[src/rtl/ddr2_init_pkg.sv]
// Purpose: shared constants for the power-up and mode-register link
// Assumes: 100 MHz CLK, command bus sampled on the rising edge
// Notes:   device end and controller end both import this package
package ddr2_init_pkg;
    localparam int CLK_MHZ            = 100;     // CLK rate in MHz
    localparam int ADDR_W             = 14;      // address pins A0-A13
    localparam int STABLE_US          = 200;     // power/clock stable wait
    localparam int CKE_NOP_NS         = 400;     // nop wait after cke rises
    localparam int DLL_LOCK_CLKS      = 200;     // clocks after dll reset before calibration
    localparam int MIN_REFRESH        = 2;       // auto-refresh count
    localparam int TOFF_HALF_CYCLES   = 5;       // termination_off_delay 2.5 clocks, in half cycles
    localparam int STABLE_CYC         = STABLE_US * CLK_MHZ;
    localparam int CKE_NOP_CYC        = (CKE_NOP_NS * CLK_MHZ + 999) / 1000;
    localparam int TOFF_CYC           = (TOFF_HALF_CYCLES + 1) / 2;
    localparam int CNT_W              = 16;      // wait counter width
    // command encodings {cs_n, ras_n, cas_n, we_n}
    localparam logic [3:0] CMD_NOP    = 4'h7;
    localparam logic [3:0] CMD_DESEL  = 4'h8;
    localparam logic [3:0] CMD_PREALL = 4'h2;
    localparam logic [3:0] CMD_REF    = 4'h1;
    localparam logic [3:0] CMD_MRS    = 4'h0;
    // mode register selects on the bank pins
    localparam logic [1:0] BANK_MR    = 2'h0;
    localparam logic [1:0] BANK_EMR1  = 2'h1;
    localparam logic [1:0] BANK_EMR2  = 2'h2;
    localparam logic [1:0] BANK_EMR3  = 2'h3;
    // field positions
    localparam int BIT_PREALL         = 10;      // A10 selects all banks
    localparam int BIT_TEST           = 7;       // A7 test mode in MR
    localparam int BIT_DLL_RST        = 8;       // A8 dll reset in MR
    localparam int BIT_DLL_DIS        = 0;       // A0 dll disable in EMR(1)
    localparam logic [13:0] OCD_MASK  = 14'h0380; // A9:A7 in EMR(1)
    localparam logic [13:0] ZERO_ADDR = 14'h0000;
endpackage : ddr2_init_pkg

[src/rtl/ddr2_link_if.sv]
// Purpose: command/address link between controller and memory device
// Assumes: single clock CLK driven by the system
// Notes:   no two-way pins on this link
`timescale 1ns/1ps
interface ddr2_link_if;
    logic        cke;      // clock enable
    logic        odt;      // on-die termination request
    logic        cs_n;     // chip select, active low
    logic        ras_n;    // row strobe, active low
    logic        cas_n;    // column strobe, active low
    logic        we_n;     // write enable, active low
    logic [1:0]  ba;       // bank / register select
    logic [13:0] addr;     // address / register value
    modport ctrl (output cke, odt, cs_n, ras_n, cas_n, we_n, ba, addr);
    modport mem  (input  cke, odt, cs_n, ras_n, cas_n, we_n, ba, addr);
endinterface : ddr2_link_if

[src/rtl/ddr2_init_ctrl.sv]
// Purpose: controller end, power-up sequencer plus Avalon-MM control registers
// Assumes: CLK is also the memory clock, so it runs from reset on
// Notes:   reg 0 ctrl (bit0 start), 1 status, 2 MR value, 3 EMR1, 4 EMR2, 5 EMR3
`timescale 1ns/1ps
module ddr2_init_ctrl
    import ddr2_init_pkg::*;
#(
    parameter int STABLE_CYCLES = STABLE_CYC  // long wait, shorten in sim
) (
    input  wire logic        CLK,
    input  wire logic        RST_N,
    input  wire logic [2:0]  AVS_ADDRESS,
    input  wire logic        AVS_READ,
    input  wire logic        AVS_WRITE,
    input  wire logic [31:0] AVS_WRITEDATA,
    output logic [31:0]      AVS_READDATA,
    output logic             AVS_WAITREQUEST,
    ddr2_link_if.ctrl        link
);
    localparam logic [2:0] REG_CTRL = 3'h0;
    localparam logic [2:0] REG_STAT = 3'h1;
    localparam logic [2:0] REG_MR   = 3'h2;
    localparam logic [2:0] REG_EMR1 = 3'h3;
    localparam logic [2:0] REG_EMR2 = 3'h4;
    localparam logic [2:0] REG_EMR3 = 3'h5;

    typedef enum logic [3:0] {
        S_IDLE   = 4'h0, S_STABLE = 4'h1, S_CKE   = 4'h3, S_EMR2   = 4'h2,
        S_EMR3   = 4'h6, S_EMR1   = 4'h7, S_MRDLL = 4'h5, S_PRE2   = 4'h4,
        S_REF    = 4'hC, S_MROP   = 4'hD, S_DLLW  = 4'hF, S_OCDDEF = 4'hE,
        S_OCDX   = 4'hA, S_DONE   = 4'hB
    } state_t;

    state_t            state_q;          // sequencer state
    logic [CNT_W-1:0]  wait_q;           // step wait counter
    logic [CNT_W-1:0]  dll_q;            // clocks since dll reset
    logic [1:0]        ref_q;            // refreshes issued
    logic              start_q;          // software start request
    logic              busy_q;           // sequence running
    logic              done_q;           // sequence complete
    logic [13:0]       mr_q, emr1_q, emr2_q, emr3_q;  // full register images
    logic              ack_q;            // bus answer stage
    logic [31:0]       rd_mux;           // register selected by the bus address
    logic [3:0]        cmd_q;            // command pins
    logic [1:0]        ba_q;
    logic [13:0]       addr_q;
    logic              cke_q;

    // one wait state; read data is captured with the request so it stands, from a flop, at the answer
    always_ff @(posedge CLK) begin
        if (!RST_N) begin
            ack_q           <= 1'b0;
            AVS_WAITREQUEST <= 1'b1;
            AVS_READDATA    <= 32'h0000_0000;
        end else begin
            ack_q           <= (AVS_READ || AVS_WRITE) && !ack_q;
            AVS_WAITREQUEST <= !((AVS_READ || AVS_WRITE) && !ack_q);
            if (AVS_READ && !ack_q) begin
                AVS_READDATA <= rd_mux;
            end
        end
    end

    // register writes land at the acknowledging edge
    always_ff @(posedge CLK) begin
        if (!RST_N) begin
            start_q <= 1'b0;
            mr_q    <= ZERO_ADDR;
            emr1_q  <= ZERO_ADDR;
            emr2_q  <= ZERO_ADDR;
            emr3_q  <= ZERO_ADDR;
        end else begin
            if (start_q && state_q == S_IDLE) begin
                start_q <= 1'b0;                          // consumed at the edge that leaves idle
            end
            if (ack_q && AVS_WRITE) begin
                if (AVS_ADDRESS == REG_CTRL) begin
                    start_q <= AVS_WRITEDATA[0];
                end else if (AVS_ADDRESS == REG_MR) begin
                    mr_q <= AVS_WRITEDATA[13:0] & ~(14'h0001 << BIT_TEST);
                end else if (AVS_ADDRESS == REG_EMR1) begin
                    emr1_q <= AVS_WRITEDATA[13:0];        // whole register image
                end else if (AVS_ADDRESS == REG_EMR2) begin
                    emr2_q <= AVS_WRITEDATA[13:0];
                end else if (AVS_ADDRESS == REG_EMR3) begin
                    emr3_q <= AVS_WRITEDATA[13:0];
                end
            end
        end
    end

    // read mux, unmapped reads return zero
    always_comb begin
        rd_mux = 32'h0000_0000;
        if (AVS_ADDRESS == REG_CTRL) begin
            rd_mux[0] = start_q;
        end else if (AVS_ADDRESS == REG_STAT) begin
            rd_mux[1:0] = {done_q, busy_q};
            rd_mux[7:4] = state_q;
        end else if (AVS_ADDRESS == REG_MR) begin
            rd_mux[13:0] = mr_q;
        end else if (AVS_ADDRESS == REG_EMR1) begin
            rd_mux[13:0] = emr1_q;
        end else if (AVS_ADDRESS == REG_EMR2) begin
            rd_mux[13:0] = emr2_q;
        end else if (AVS_ADDRESS == REG_EMR3) begin
            rd_mux[13:0] = emr3_q;
        end
    end

    // dll lock counter runs from the dll-reset write; saturates
    always_ff @(posedge CLK) begin
        if (!RST_N) begin
            dll_q <= '0;
        end else if (state_q == S_MRDLL) begin
            dll_q <= '0;
        end else if (dll_q != CNT_W'(DLL_LOCK_CLKS)) begin
            dll_q <= dll_q + 1'b1;
        end
    end

    // sequencer: a step advances only after a cycle that issued nothing, and a nop always follows a command so none run back to back
    always_ff @(posedge CLK) begin
        if (!RST_N) begin
            state_q <= S_IDLE;
            wait_q  <= '0;
            ref_q   <= '0;
            cke_q   <= 1'b0;
            cmd_q   <= CMD_DESEL;
            ba_q    <= BANK_MR;
            addr_q  <= ZERO_ADDR;
            busy_q  <= 1'b0;
            done_q  <= 1'b0;
        end else begin
            cmd_q  <= CMD_NOP;
            ba_q   <= BANK_MR;
            addr_q <= ZERO_ADDR;
            wait_q <= wait_q + 1'b1;
            if (cmd_q[3] || (cmd_q == CMD_NOP)) begin     // last cycle issued nothing: step on
                case (state_q)
                    S_IDLE: begin
                        cmd_q  <= CMD_DESEL;
                        wait_q <= '0;
                        if (start_q) begin                // clock already running
                            state_q <= S_STABLE;
                            busy_q  <= 1'b1;
                            done_q  <= 1'b0;
                            cke_q   <= 1'b0;
                        end
                    end
                    S_STABLE: begin
                        if (wait_q >= CNT_W'(STABLE_CYCLES - 1)) begin
                            cke_q   <= 1'b1;
                            wait_q  <= '0;
                            state_q <= S_CKE;
                        end
                    end
                    S_CKE: begin
                        if (wait_q >= CNT_W'(CKE_NOP_CYC - 1)) begin
                            cmd_q   <= CMD_PREALL;
                            addr_q  <= ZERO_ADDR | (14'h0001 << BIT_PREALL);
                            state_q <= S_EMR2;
                        end
                    end
                    S_EMR2: begin
                        cmd_q   <= CMD_MRS;
                        ba_q    <= BANK_EMR2;
                        addr_q  <= emr2_q;
                        state_q <= S_EMR3;
                    end
                    S_EMR3: begin
                        cmd_q   <= CMD_MRS;
                        ba_q    <= BANK_EMR3;
                        addr_q  <= emr3_q;
                        state_q <= S_EMR1;
                    end
                    S_EMR1: begin
                        cmd_q   <= CMD_MRS;               // dll enable, ocd bits off
                        ba_q    <= BANK_EMR1;
                        addr_q  <= emr1_q & ~OCD_MASK & ~(14'h0001 << BIT_DLL_DIS);
                        state_q <= S_MRDLL;
                    end
                    S_MRDLL: begin
                        cmd_q   <= CMD_MRS;
                        ba_q    <= BANK_MR;
                        addr_q  <= mr_q | (14'h0001 << BIT_DLL_RST);
                        state_q <= S_PRE2;
                    end
                    S_PRE2: begin
                        cmd_q   <= CMD_PREALL;
                        addr_q  <= ZERO_ADDR | (14'h0001 << BIT_PREALL);
                        ref_q   <= '0;
                        state_q <= S_REF;
                    end
                    S_REF: begin
                        cmd_q <= CMD_REF;
                        ref_q <= ref_q + 1'b1;
                        if (ref_q == 2'(MIN_REFRESH - 1)) begin
                            state_q <= S_MROP;
                        end
                    end
                    S_MROP: begin
                        cmd_q   <= CMD_MRS;
                        ba_q    <= BANK_MR;
                        addr_q  <= mr_q & ~(14'h0001 << BIT_DLL_RST);
                        state_q <= S_DLLW;
                    end
                    S_DLLW: begin
                        if (dll_q == CNT_W'(DLL_LOCK_CLKS)) begin
                            state_q <= S_OCDDEF;
                        end
                    end
                    S_OCDDEF: begin
                        cmd_q   <= CMD_MRS;
                        ba_q    <= BANK_EMR1;
                        addr_q  <= (emr1_q & ~(14'h0001 << BIT_DLL_DIS)) | OCD_MASK;
                        state_q <= S_OCDX;
                    end
                    S_OCDX: begin
                        cmd_q   <= CMD_MRS;
                        ba_q    <= BANK_EMR1;
                        addr_q  <= emr1_q & ~OCD_MASK & ~(14'h0001 << BIT_DLL_DIS);
                        state_q <= S_DONE;
                    end
                    S_DONE: begin
                        busy_q  <= 1'b0;
                        done_q  <= 1'b1;
                        state_q <= S_IDLE;
                    end
                    default: state_q <= S_IDLE;
                endcase
            end
        end
    end

    assign link.cke   = cke_q;
    assign link.odt   = 1'b0;                             // termination off through init
    assign link.cs_n  = cmd_q[3];
    assign link.ras_n = cmd_q[2];
    assign link.cas_n = cmd_q[1];
    assign link.we_n  = cmd_q[0];
    assign link.ba    = ba_q;
    assign link.addr  = addr_q;
endmodule : ddr2_init_ctrl

[src/flat_wrapper.sv]
// flat-port wrapper written by rule: the top's interface ports become plain ports
module ddr2_init_ctrl_flat import ddr2_init_pkg::*;
#(
    parameter int STABLE_CYCLES = STABLE_CYC                              
)
  (CLK, RST_N, AVS_ADDRESS, AVS_READ, AVS_WRITE, AVS_WRITEDATA, AVS_READDATA, AVS_WAITREQUEST, link_cke, link_odt, link_cs_n, link_ras_n, link_cas_n, link_we_n, link_ba, link_addr);
  ddr2_link_if link_i ();
  input  wire logic CLK;
  input  wire logic RST_N;
  input  wire logic [2:0] AVS_ADDRESS;
  input  wire logic AVS_READ;
  input  wire logic AVS_WRITE;
  input  wire logic [31:0] AVS_WRITEDATA;
  output logic [31:0] AVS_READDATA;
  output logic AVS_WAITREQUEST;
  output wire logic [$bits(link_i.cke)-1:0] link_cke;
  output wire logic [$bits(link_i.odt)-1:0] link_odt;
  output wire logic [$bits(link_i.cs_n)-1:0] link_cs_n;
  output wire logic [$bits(link_i.ras_n)-1:0] link_ras_n;
  output wire logic [$bits(link_i.cas_n)-1:0] link_cas_n;
  output wire logic [$bits(link_i.we_n)-1:0] link_we_n;
  output wire logic [$bits(link_i.ba)-1:0] link_ba;
  output wire logic [$bits(link_i.addr)-1:0] link_addr;
  assign link_cke = link_i.cke;
  assign link_odt = link_i.odt;
  assign link_cs_n = link_i.cs_n;
  assign link_ras_n = link_i.ras_n;
  assign link_cas_n = link_i.cas_n;
  assign link_we_n = link_i.we_n;
  assign link_ba = link_i.ba;
  assign link_addr = link_i.addr;
  ddr2_init_ctrl #(.STABLE_CYCLES(STABLE_CYCLES)) u_core (.CLK(CLK), .RST_N(RST_N), .AVS_ADDRESS(AVS_ADDRESS), .AVS_READ(AVS_READ), .AVS_WRITE(AVS_WRITE), .AVS_WRITEDATA(AVS_WRITEDATA), .AVS_READDATA(AVS_READDATA), .AVS_WAITREQUEST(AVS_WAITREQUEST), .link(link_i));
endmodule
[config.mk]
export PLATFORM = sky130hd
export DESIGN_NAME = ddr2_init_ctrl_flat
export DESIGN_NICKNAME = d
export VERILOG_FILES = /design/src/rtl/ddr2_init_pkg.sv /design/src/rtl/ddr2_link_if.sv /design/src/rtl/ddr2_init_ctrl.sv /design/src/flat_wrapper.sv
export SDC_FILE = /design/constraint.sdc
export NUM_CORES = 1
export LEC_CHECK = 0
export BUFFER_PORTS_ARGS = -buffer_cell sky130_fd_sc_hd__buf_2
export CORE_UTILIZATION = 56
export DETAILED_ROUTE_END_ITERATION = 10
export PLACE_DENSITY = 0.79
export SLEW_MARGIN = 0
export SYNTH_ARGS = -nofsm -noshare
export SYNTH_HDL_FRONTEND = slang
export SYNTH_SLANG_ARGS = --single-unit
export TNS_END_PERCENT = 20
[constraint.sdc]
create_clock -name CLK -period 2.43 [get_ports CLK]
set_input_delay 0.1215 -clock CLK [delete_from_list [all_inputs] [get_ports CLK]]
set_output_delay 0.1215 -clock CLK [all_outputs]
set_load 0.05 [all_outputs]
# [Word level (Yosys, flattened, before mapping)]
# Index checks and enable logic that the tools add are counted.
[classes] n_bitwise=5 n_div=0 shift=0 muxes=35 add_sub_neg=3 reduce_logical=26 n_lt_le_gt_ge=2 n_eq_ne=27 mul=0
[op_table] op="case mux 14 bit (8 select lines)" count=1
[op_table] op="2-to-1 mux 14 bit" count=4
[op_table] op="case mux 4 bit (13 select lines)" count=1
[op_table] op="adder 16 x 1 -> 16 bit (second input constant)" count=2
[op_table] op="2-to-1 mux 16 bit" count=2
[op_table] op="case mux 16 bit (2 select lines)" count=1
[op_table] op="2-to-1 mux 4 bit" count=7
[op_table] op="equality test 4 bit (second input constant)" count=6
[op_table] op="equality test 4 x 3 -> 1 bit (second input constant)" count=5
[op_table] op="case mux 4 bit (5 select lines)" count=1
[op_table] op="equality test 16 x 8 -> 1 bit (second input constant)" count=1
[op_table] op=">= comparator 16 x 15 -> 1 bit (second input constant)" count=1
[op_table] op=">= comparator 16 x 6 -> 1 bit (second input constant)" count=1
[op_table] op="inequality test 16 x 8 -> 1 bit (second input constant)" count=1
[op_table] op="2-to-1 mux 13 bit" count=1
[op_table] op="AND reduction 6 bit" count=2
[op_table] op="2-to-1 mux 11 bit" count=1
[op_table] op="inequality test 2 x 1 -> 1 bit (second input constant)" count=5
[op_table] op="equality test 4 x 2 -> 1 bit (second input constant)" count=2
[op_table] op="AND reduction 4 bit" count=2
[op_table] op="2-to-1 mux 1 bit" count=7
[op_table] op="OR reduction 7 bit" count=1
[op_table] op="equality test 3 x 2 -> 1 bit (second input constant)" count=2
[op_table] op="equality test 3 bit (second input constant)" count=2
[op_table] op="22 further kinds" count=39
[word_totals] mem_bits_ro=0 mem_count=0 latchBits=0 output_inout_bits=55 regBits=133 ramBits=0 inputBits=39

# [Longest topological paths before layout]
# Gate-level depths: netlist (run 1).
[logic_depth] depth_word=7 depth_mapped=9

# [Least setup slack after synthesis (run 1)]
# OpenSTA, ideal clock, no wires.
[synth_timing] path_type="flip-flop to flip-flop" start="register u_core.wait_q[0]" end="register u_core.wait_q[9]" t_required_ps=2366 n_path_buf=1 setup_time_ps=64 arrival_ps=2084 synth_period_minus_slack_ps=2148 path_stages_with_launch=8 slack_ps=282 path_cell_list="dfxtp_1 -> ha_1 -> and4_1 -> or4b_1 -> a311o_1 -> a21o_1 -> buf_6 -> nor2_1"
[synth_via] elab_chain_len=4 word_cells_on_any_way=5 classes_between="1 x add/sub; 1 x order compare; 3 x mux"
[synth_lines] element="from (decl)" line_no="ddr2_init_ctrl.sv:35" source="logic [CNT_W-1:0] wait_q;"
[synth_lines] element="from (signal assigned)" line_no="ddr2_init_ctrl.sv:138" source="wait_q <= wait_q + 1'b1;"
[synth_lines] element="adder 16 x 1 -> 16 bit or >= comparator 16 x 15 -> 1 bit (tied branches)" line_no="ddr2_init_ctrl.sv:138, ddr2_init_ctrl.sv:152"
[synth_lines] element="2-to-1 mux 16 bit" line_no="ddr2_init_ctrl.sv:152" source="if (wait_q >= CNT_W'(STABLE_CYCLES - 1)) begin"
[synth_lines] element="case mux 16 bit (2 select lines)" line_no="ddr2_init_ctrl.sv:140" source="case (state_q)"
[synth_lines] element="2-to-1 mux 16 bit (*)" line_no="ddr2_init_ctrl.sv:139" source="if (cmd_q[3] || (cmd_q == CMD_NOP)) begin"
# Every way passes the cells marked *; elsewhere a longest branch is shown, timed or not.
# A chain may end at the register's enable or synchronous reset.

# [Worst setup path after layout (run 1)]
# Ends and elaborated chain as after synthesis.

==> flow_summary.json, run 1 <==
{
  "status": "completed",
  "cts_inserted_buffers": 17,
  "start_util_pct": 57.7,
  "fp.coreArea_um2": 10300,
  "clkSlewWorstSetupHoldPaths_ns": 0.06,
  "grt_max_degree": 45,
  "maxCapViolations": 0,
  "layout_min_cycle_time_ns": 2.28,
  "drtIter0Drc": 589,
  "power.leakage_nw": 2.73,
  "wire_per_inst_um": 16.4,
  "finClkSkew_ns": 0.00719,
  "end_kind": "flip-flop",
  "synthMuxAreaShare_pct": 8.48,
  "rr_worst_depth": 6,
  "synth_compound_area_share_pct": 13.4,
  "cts.sinks": 133,
  "cts_tree": "yes",
  "io_buffers": 56,
  "htreeDepth": 4,
  "ant_nets": 0,
  "viasPerCell": 5.85,
  "synth_ff_type": "dfxtp_1",
  "vias": 5450,
  "ir_worst_vdd_uv": 448,
  "synth_async_sr_flop_share_pct": 0,
  "tns_ns": 0,
  "synth_cell_types": 53,
  "grt_usage_pct": 28.6,
  "drc": 0,
  "top_level_ports": 94,
  "routed_wl_um": 15200,
  "yosys.area_share.xor_xnor_pct": 4.28,
  "r2r_slack_ns": 0.15,
  "startpoint_type": "flip-flop",
  "crit_path_cell_trace": "ha_1 -> and4_1 -> or4b_1 -> a311o_1 -> a21o_4 -> nor2_1",
  "r2r-end": "u_core.wait_q[9]$_SDFF_PN0_",
  "area_delta_synth_final_pct": 19.0,
  "dp_hpwl_um": 9880,
  "path_depth": 6,
  "synth_warnings": 0,
  "setup_viol": 0,
  "critPathSlowestCell": "or4b_1",
  "die_h_um": 105,
  "critPathTopFamily": "simple AND/OR/NAND/NOR gates",
  "ys_seq_elements": 133,
  "post-route-period-util_pct": 93.9,
  "antenna_found_initial": 0,
  "synthAdderAreaFrac_pct": 0.843,
  "holdCritStartpoint": "AVS_ADDRESS[2]",
  "worst-setup-path-type": "reg -> reg",
  "antennaDiodeCount": 0,
  "grt_first_pass_wirelength_um": 24700,
  "clk_latency_ns": 0.54,
  "synthSimpleGateAreaFrac_pct": 22.0,
  "synth_top_family_by_area": "simple AND/OR/NAND/NOR gates",
  "tightest_slew_ns": 0.648,
  "crit_path_start": "u_core.wait_q[0]$_SDFF_PN0_",
  "r2r-start": "u_core.wait_q[0]$_SDFF_PN0_",
  "crit_buf_inv": 0,
  "drt_pass1_iterations": 9,
  "drive_gt1_share_pct": 15.0,
  "nFillCells": 812,
  "worstHoldPathType": "in -> reg",
  "stdcell_count": 931,
  "seq_area_frac_synth_pct": 44.9,
  "overflow": 0,
  "slew_headroom_pct": 56.8,
  "dieWidth_um": 105,
  "syn-instance-count": 711,
  "synth_edf_count": 0,
  "place_congestion": 0.862,
  "hold_viol": 0,
  "syn_area_um2": 5930,
  "critPathRequiredTime_ns": 2.90,
  "nets": 825,
  "fmax_ghz": 0.438,
  "power_per_cell_area_nw_per_um2": 772,
  "rows": 37,
  "max-clock-path-buffers": 2,
  "grt_pass1_vias": 5203,
  "synth_area_per_cell_um2": 8.35,
  "crit_fanout": 16,
  "cts-root-buf": "clkbuf_8",
  "slowest_delay_ns": 0.48,
  "drv_slew": 0,
  "worst_ep_arrival_time_ns": 2.75,
  "dp_cells": 882,
  "cp-endpoint": "u_core.wait_q[9]$_SDFF_PN0_",
  "rsz0062_at_grt": "false",
  "dieArea_um2": 11000
}
-- how the worst min path moves through the flow --
stage                                     endpoint  slack, ns  cells after the start
floorplan            u_core.emr1_q[0]$_SDFFE_PN0P_       0.26                      2
global placement    u_core.emr1_q[13]$_SDFFE_PN0P_       0.39                      3
detailed placement   u_core.emr1_q[4]$_SDFFE_PN0P_       0.40                      3
CTS                      u_core.start_q$_SDFF_PN0_       0.02                      4
global route             u_core.start_q$_SDFF_PN0_       0.05                      4
finish                   u_core.start_q$_SDFF_PN0_       0.05                      4
-- where the power goes --
| group | leakage [nW] | switching, W | internal, W |
|---|---|---|---|
| Combinational | 1.38 | 0.000494 | 0.000207 |
| Clock | 0.270 | 0.000982 | 0.00146 |
| Sequential | 1.08 | 0.0000631 | 0.00224 |
| Total | 2.73 | 0.00154 | 0.00391 |
-- stage by stage --
| step | setup WS, ns | total power, W | hold slack, ns | area, µm² | util (%) |
|---|---|---|---|---|---|
| 4_1_cts | 0.0550 | 0.00545 | 0.0171 | 7060 | 68.7 |
| 3_3_place_gp | 0.155 | 0.00300 | 0.395 | 6310 | 61.4 |
| 5_1_grt | 0.00465 | 0.00562 | 0.0477 | 7060 | 68.7 |
| 6_report | 0.149 | 0.00545 | 0.0456 | 7060 | 68.7 |
| 2_1_floorplan | 0.282 | 0.00286 | 0.257 | 6000 | - |
| 3_5_place_dp | 0.0641 | 0.00301 | 0.403 | 6310 | 61.4 |
-- cells in the mapped netlist (4+ instances only) --
library cell	number	share of area, %
and3_1	8	0.84
o211ai_1	4	0.51
o21ai_0	25	2.1
nand2b_1	8	0.84
nand3_1	15	1.3
xnor2_1	12	1.8
dfxtp_1	133	45
buf_4	19	2.4
clkbuf_1	41	2.6
a222oi_1	10	1.7
nor3_1	9	0.76
nor2b_1	4	0.42
o22ai_1	4	0.42
a21oi_1	54	4.6
or3_1	5	0.53
nand2_1	111	7.0
nor2_1	102	6.5
a31oi_1	5	0.53
o221ai_1	10	1.5
mux2i_1	48	8.1
inv_1	11	0.70
xor2_1	17	2.5
nand4_1	10	1.1
ha_1	4	0.84
-- final cells by class --
class	instances	area (µm²)	share of cell area, %
Sequential cell	133	2660	37.7
Timing Repair Buffer	97	631	8.93
Multi-Input combinational cell	522	2990	42.3
Inverter	11	41.3	0.584
Tap cell	136	170	2.41
Clock buffer	17	414	5.86
Clock inverter	15	158	2.23
-- flip-flops by register name (all words and copies together), names as in the netlist, 2 cells and up --
| signal | cells |
|---|---|
| u_core.cmd_q | 4 |
| u_core.AVS_READDATA | 14 |
| u_core.state_q | 4 |
| u_core.emr2_q | 14 |
| u_core.ref_q | 2 |
| u_core.dll_q | 16 |
| u_core.wait_q | 16 |
| u_core.link.ba | 2 |
| u_core.mr_q | 13 |
| u_core.emr1_q | 14 |
| u_core.link.addr | 14 |
| u_core.emr3_q | 14 |
-- repair_timing --
item,in CTS,in global routing
setup buffers,0,0
hold buffers,17,0
hold endpoints to repair,66,0
resized for setup,0,2
endpoints found under the setup margin,0,16
-- per-layer routing --
metal	vias up	routed length (µm)	share of wire (%)	global-route usage, %
li1	2554	-	-	-
met1	2591	6320	42	35.9
met2	262	7310	48	46.6
met3	43	1230	8.1	7.42
met4	0	359	2.4	11.9
met5	-	0	0	0
-- layout by cell type (no fill, tap or decap), drive strengths merged, types with 9 or more instances in the layout --
master       synthesis  routed
dfxtp              133     133
nand2              111     111
nor2               102     102
buf                 22      80
a21oi               54      54
mux2i               48      48
o21ai               25      25
conb                 1      19
xor2                17      17
dlygate4sd3          0      17
clkbuf              41      17
nand3               15      15
inv                 11      13
xnor2               12      12
a222oi              10      10
nand4               10      10
o221ai              10      10
nor3                 9       9
-- worst reg2reg max path, delay by kind of cell, from the launching register on --
family,cells,cell delay (ns)
adders and majority gates,1,0.26
DFF,1,0.34
AOI/OAI and AO/OA,2,0.75
and+or+nand+nor,3,0.86
-- kinds of logic after synthesis --
| kind of cell | count (synthesis) |
|---|---|
| XOR/XNOR | 29 |
| other | 1 |
| multiplexers | 50 |
| buffers and inverters | 74 |
| AO/OA/AOI/OAI | 127 |
| adder cells (fa/ha/maj) | 4 |
| AND/OR/NAND/NOR | 293 |
| flip-flops | 133 |
No activity file was read; power rests on OpenSTA's default activity.
==> inputs of run 2 (changes only) <==
--- a/config.mk
+++ b/config.mk
@@ -5,9 +5,9 @@
 export SDC_FILE = /design/constraint.sdc
 export NUM_CORES = 1
 export LEC_CHECK = 0
-export BUFFER_PORTS_ARGS = -buffer_cell sky130_fd_sc_hd__buf_2
-export CORE_UTILIZATION = 56
+export CORE_UTILIZATION = 63
 export DETAILED_ROUTE_END_ITERATION = 10
+export DONT_BUFFER_PORTS = 1
 export PLACE_DENSITY = 0.79
 export SLEW_MARGIN = 0
 export SYNTH_ARGS = -nofsm -noshare
==> flow_summary.json, run 2 (same netlist as run 1, synthesis figures left out) <==
{
  "grt_usage_pct": 31.6,
  "clk_latency_ns": 0.52,
  "htreeDepth": 4,
  "setup_viol": 0,
  "critPathSlowestCell": "or4b_1",
  "vias": 5298,
  "cts_inserted_buffers": 17,
  "rows": 35,
  "drc": 0,
  "cts.sinks": 133,
  "crit_fanout": 16,
  "maxCapViolations": 0,
  "final_common_cell": "dfxtp_1",
  "end_kind": "flip-flop",
  "place_congestion": 0.925,
  "wire_per_inst_um": 17.6,
  "fin_util_pct": 74.7,
  "critPathRequiredTime_ns": 2.88,
  "grt_max_degree": 39,
  "area_delta_synth_final_pct": 15.7,
  "worstHoldPathType": "in -> reg",
  "grt_first_pass_wirelength_um": 24500,
  "antenna_found_initial": 0,
  "hold_viol": 0,
  "dieWidth_um": 99.1,
  "finClkSkew_ns": 0.00875,
  "drtIter0Drc": 502,
  "post-route-period-util_pct": 93.0,
  "worst-setup-path-type": "reg -> reg",
  "crit_path_cell_trace": "ha_1 -> and4_1 -> or4b_1 -> a311o_1 -> a21o_1 -> nor2_1",
  "fp.coreArea_um2": 9200,
  "die_h_um": 99.1,
  "max-clock-path-buffers": 2,
  "place_ws_ns": 0.179,
  "cts_tree": "yes",
  "reg_top3": "u_core.dll_q: 16 flops, u_core.wait_q: 16 flops",
  "worst_hold_slack_ns": 0.00761,
  "dp_hpwl_um": 9280,
  "status": "completed",
  "viasPerCell": 6.20,
  "finalPower_w": 0.00570,
  "top_level_ports": 94,
  "worst_ep_arrival_time_ns": 2.71,
  "nFillCells": 668,
  "startpoint_type": "flip-flop",
  "io_buffers": 0,
  "power.leakage_nw": 2.51,
  "final_cell_mix": "dfxtp_1 (133), nand2_1 (111), nor2_1 (102)",
  "slew_headroom_pct": 48.9,
  "drv_slew": 0,
  "fin_ws_ns": 0.169,
  "grt_pass1_vias": 4951,
  "cts-root-buf": "clkbuf_8",
  "fmax_ghz": 0.442,
  "power_per_cell_area_nw_per_um2": 829,
  "overflow": 0,
  "ant_nets": 0,
  "clkSlewWorstSetupHoldPaths_ns": 0.06,
  "rsz0062_at_grt": "false",
  "dieArea_um2": 9810,
  "tightest_slew_ns": 0.766,
  "routed_wl_um": 15100,
  "drt_pass1_iterations": 9,
  "drive_gt1_share_pct": 8.06,
  "ir_worst_vdd_uv": 738,
  "slowest_delay_ns": 0.46,
  "nets": 775,
  "start_util_pct": 64.5,
  "antennaDiodeCount": 0,
  "layout_min_cycle_time_ns": 2.26,
  "tns_ns": 0
}
## run 2: where the power goes
part           switching, W  internal, W  leakage (nW)
Combinational      0.000412     0.000199          1.13
Sequential         0.000119      0.00224          1.08
Clock              0.000930      0.00179         0.300
Total               0.00146      0.00424          2.51
## run 2: metrics by stage
| step | cells | instance area [µm²] |
|---|---|---|
| global placement | 801 | 6000 |
| finish | 855 | 6870 |
| CTS | 855 | 6870 |
| floorplan | 729 | 6000 |
| global route | 855 | 6870 |
| detailed placement | 801 | 6000 |
## run 2: worst max-delay path: cells and delay by family, from the launching register on
family	cells	cell delay, ns
and+or+nand+nor	3	0.89
AOI/OAI and AO/OA	2	0.71
adders and majority gates	1	0.26
DFF	1	0.33
## run 2: timing repair
item                                    4_1_cts  5_1_grt
endpoints found under the setup margin        0        0
setup buffers                                 0        0
resized for setup                             0        0
endpoints found under the hold margin        74        0
hold buffers                                 23        0
## run 2: final timing paths
| path | from | to | slack [ns] | cells after the start |
|---|---|---|---|---|
| worst max-delay path | u_core.wait_q[0]$_SDFF_PN0_ | u_core.wait_q[13]$_SDFF_PN0_ | 0.17 | 6 |
| worst min-delay path | AVS_ADDRESS[0] | u_core.AVS_READDATA[0]$_SDFFE_PN0P_ | 0.008 | 4 |
| worst max register to register | u_core.wait_q[0]$_SDFF_PN0_ | u_core.wait_q[13]$_SDFF_PN0_ | 0.17 | 6 |
| worst min register to register | u_core.wait_q[0]$_SDFF_PN0_ | u_core.wait_q[0]$_SDFF_PN0_ | 0.46 | 1 |
## run 2: per-layer routing
metal  vias to the layer above  global-route usage (%)  wire (µm)
met5                         -                       0          0
met4                         0                    13.5        347
li1                       2466                       -          -
met2                       273                    50.0       7180
met3                        54                    8.44       1380
met1                      2505                    40.9       6160
## run 2: final cells by class
cell class | instances | area [µm²] | share of cell area [%]
multi-input combinational | 522 | 2980 | 43.4
clock inverter | 12 | 204 | 2.97
inverter | 11 | 41.3 | 0.601
timing repair buffer | 47 | 410 | 5.97
tap | 111 | 139 | 2.02
sequential | 133 | 2660 | 38.8
clock buffer | 19 | 432 | 6.28
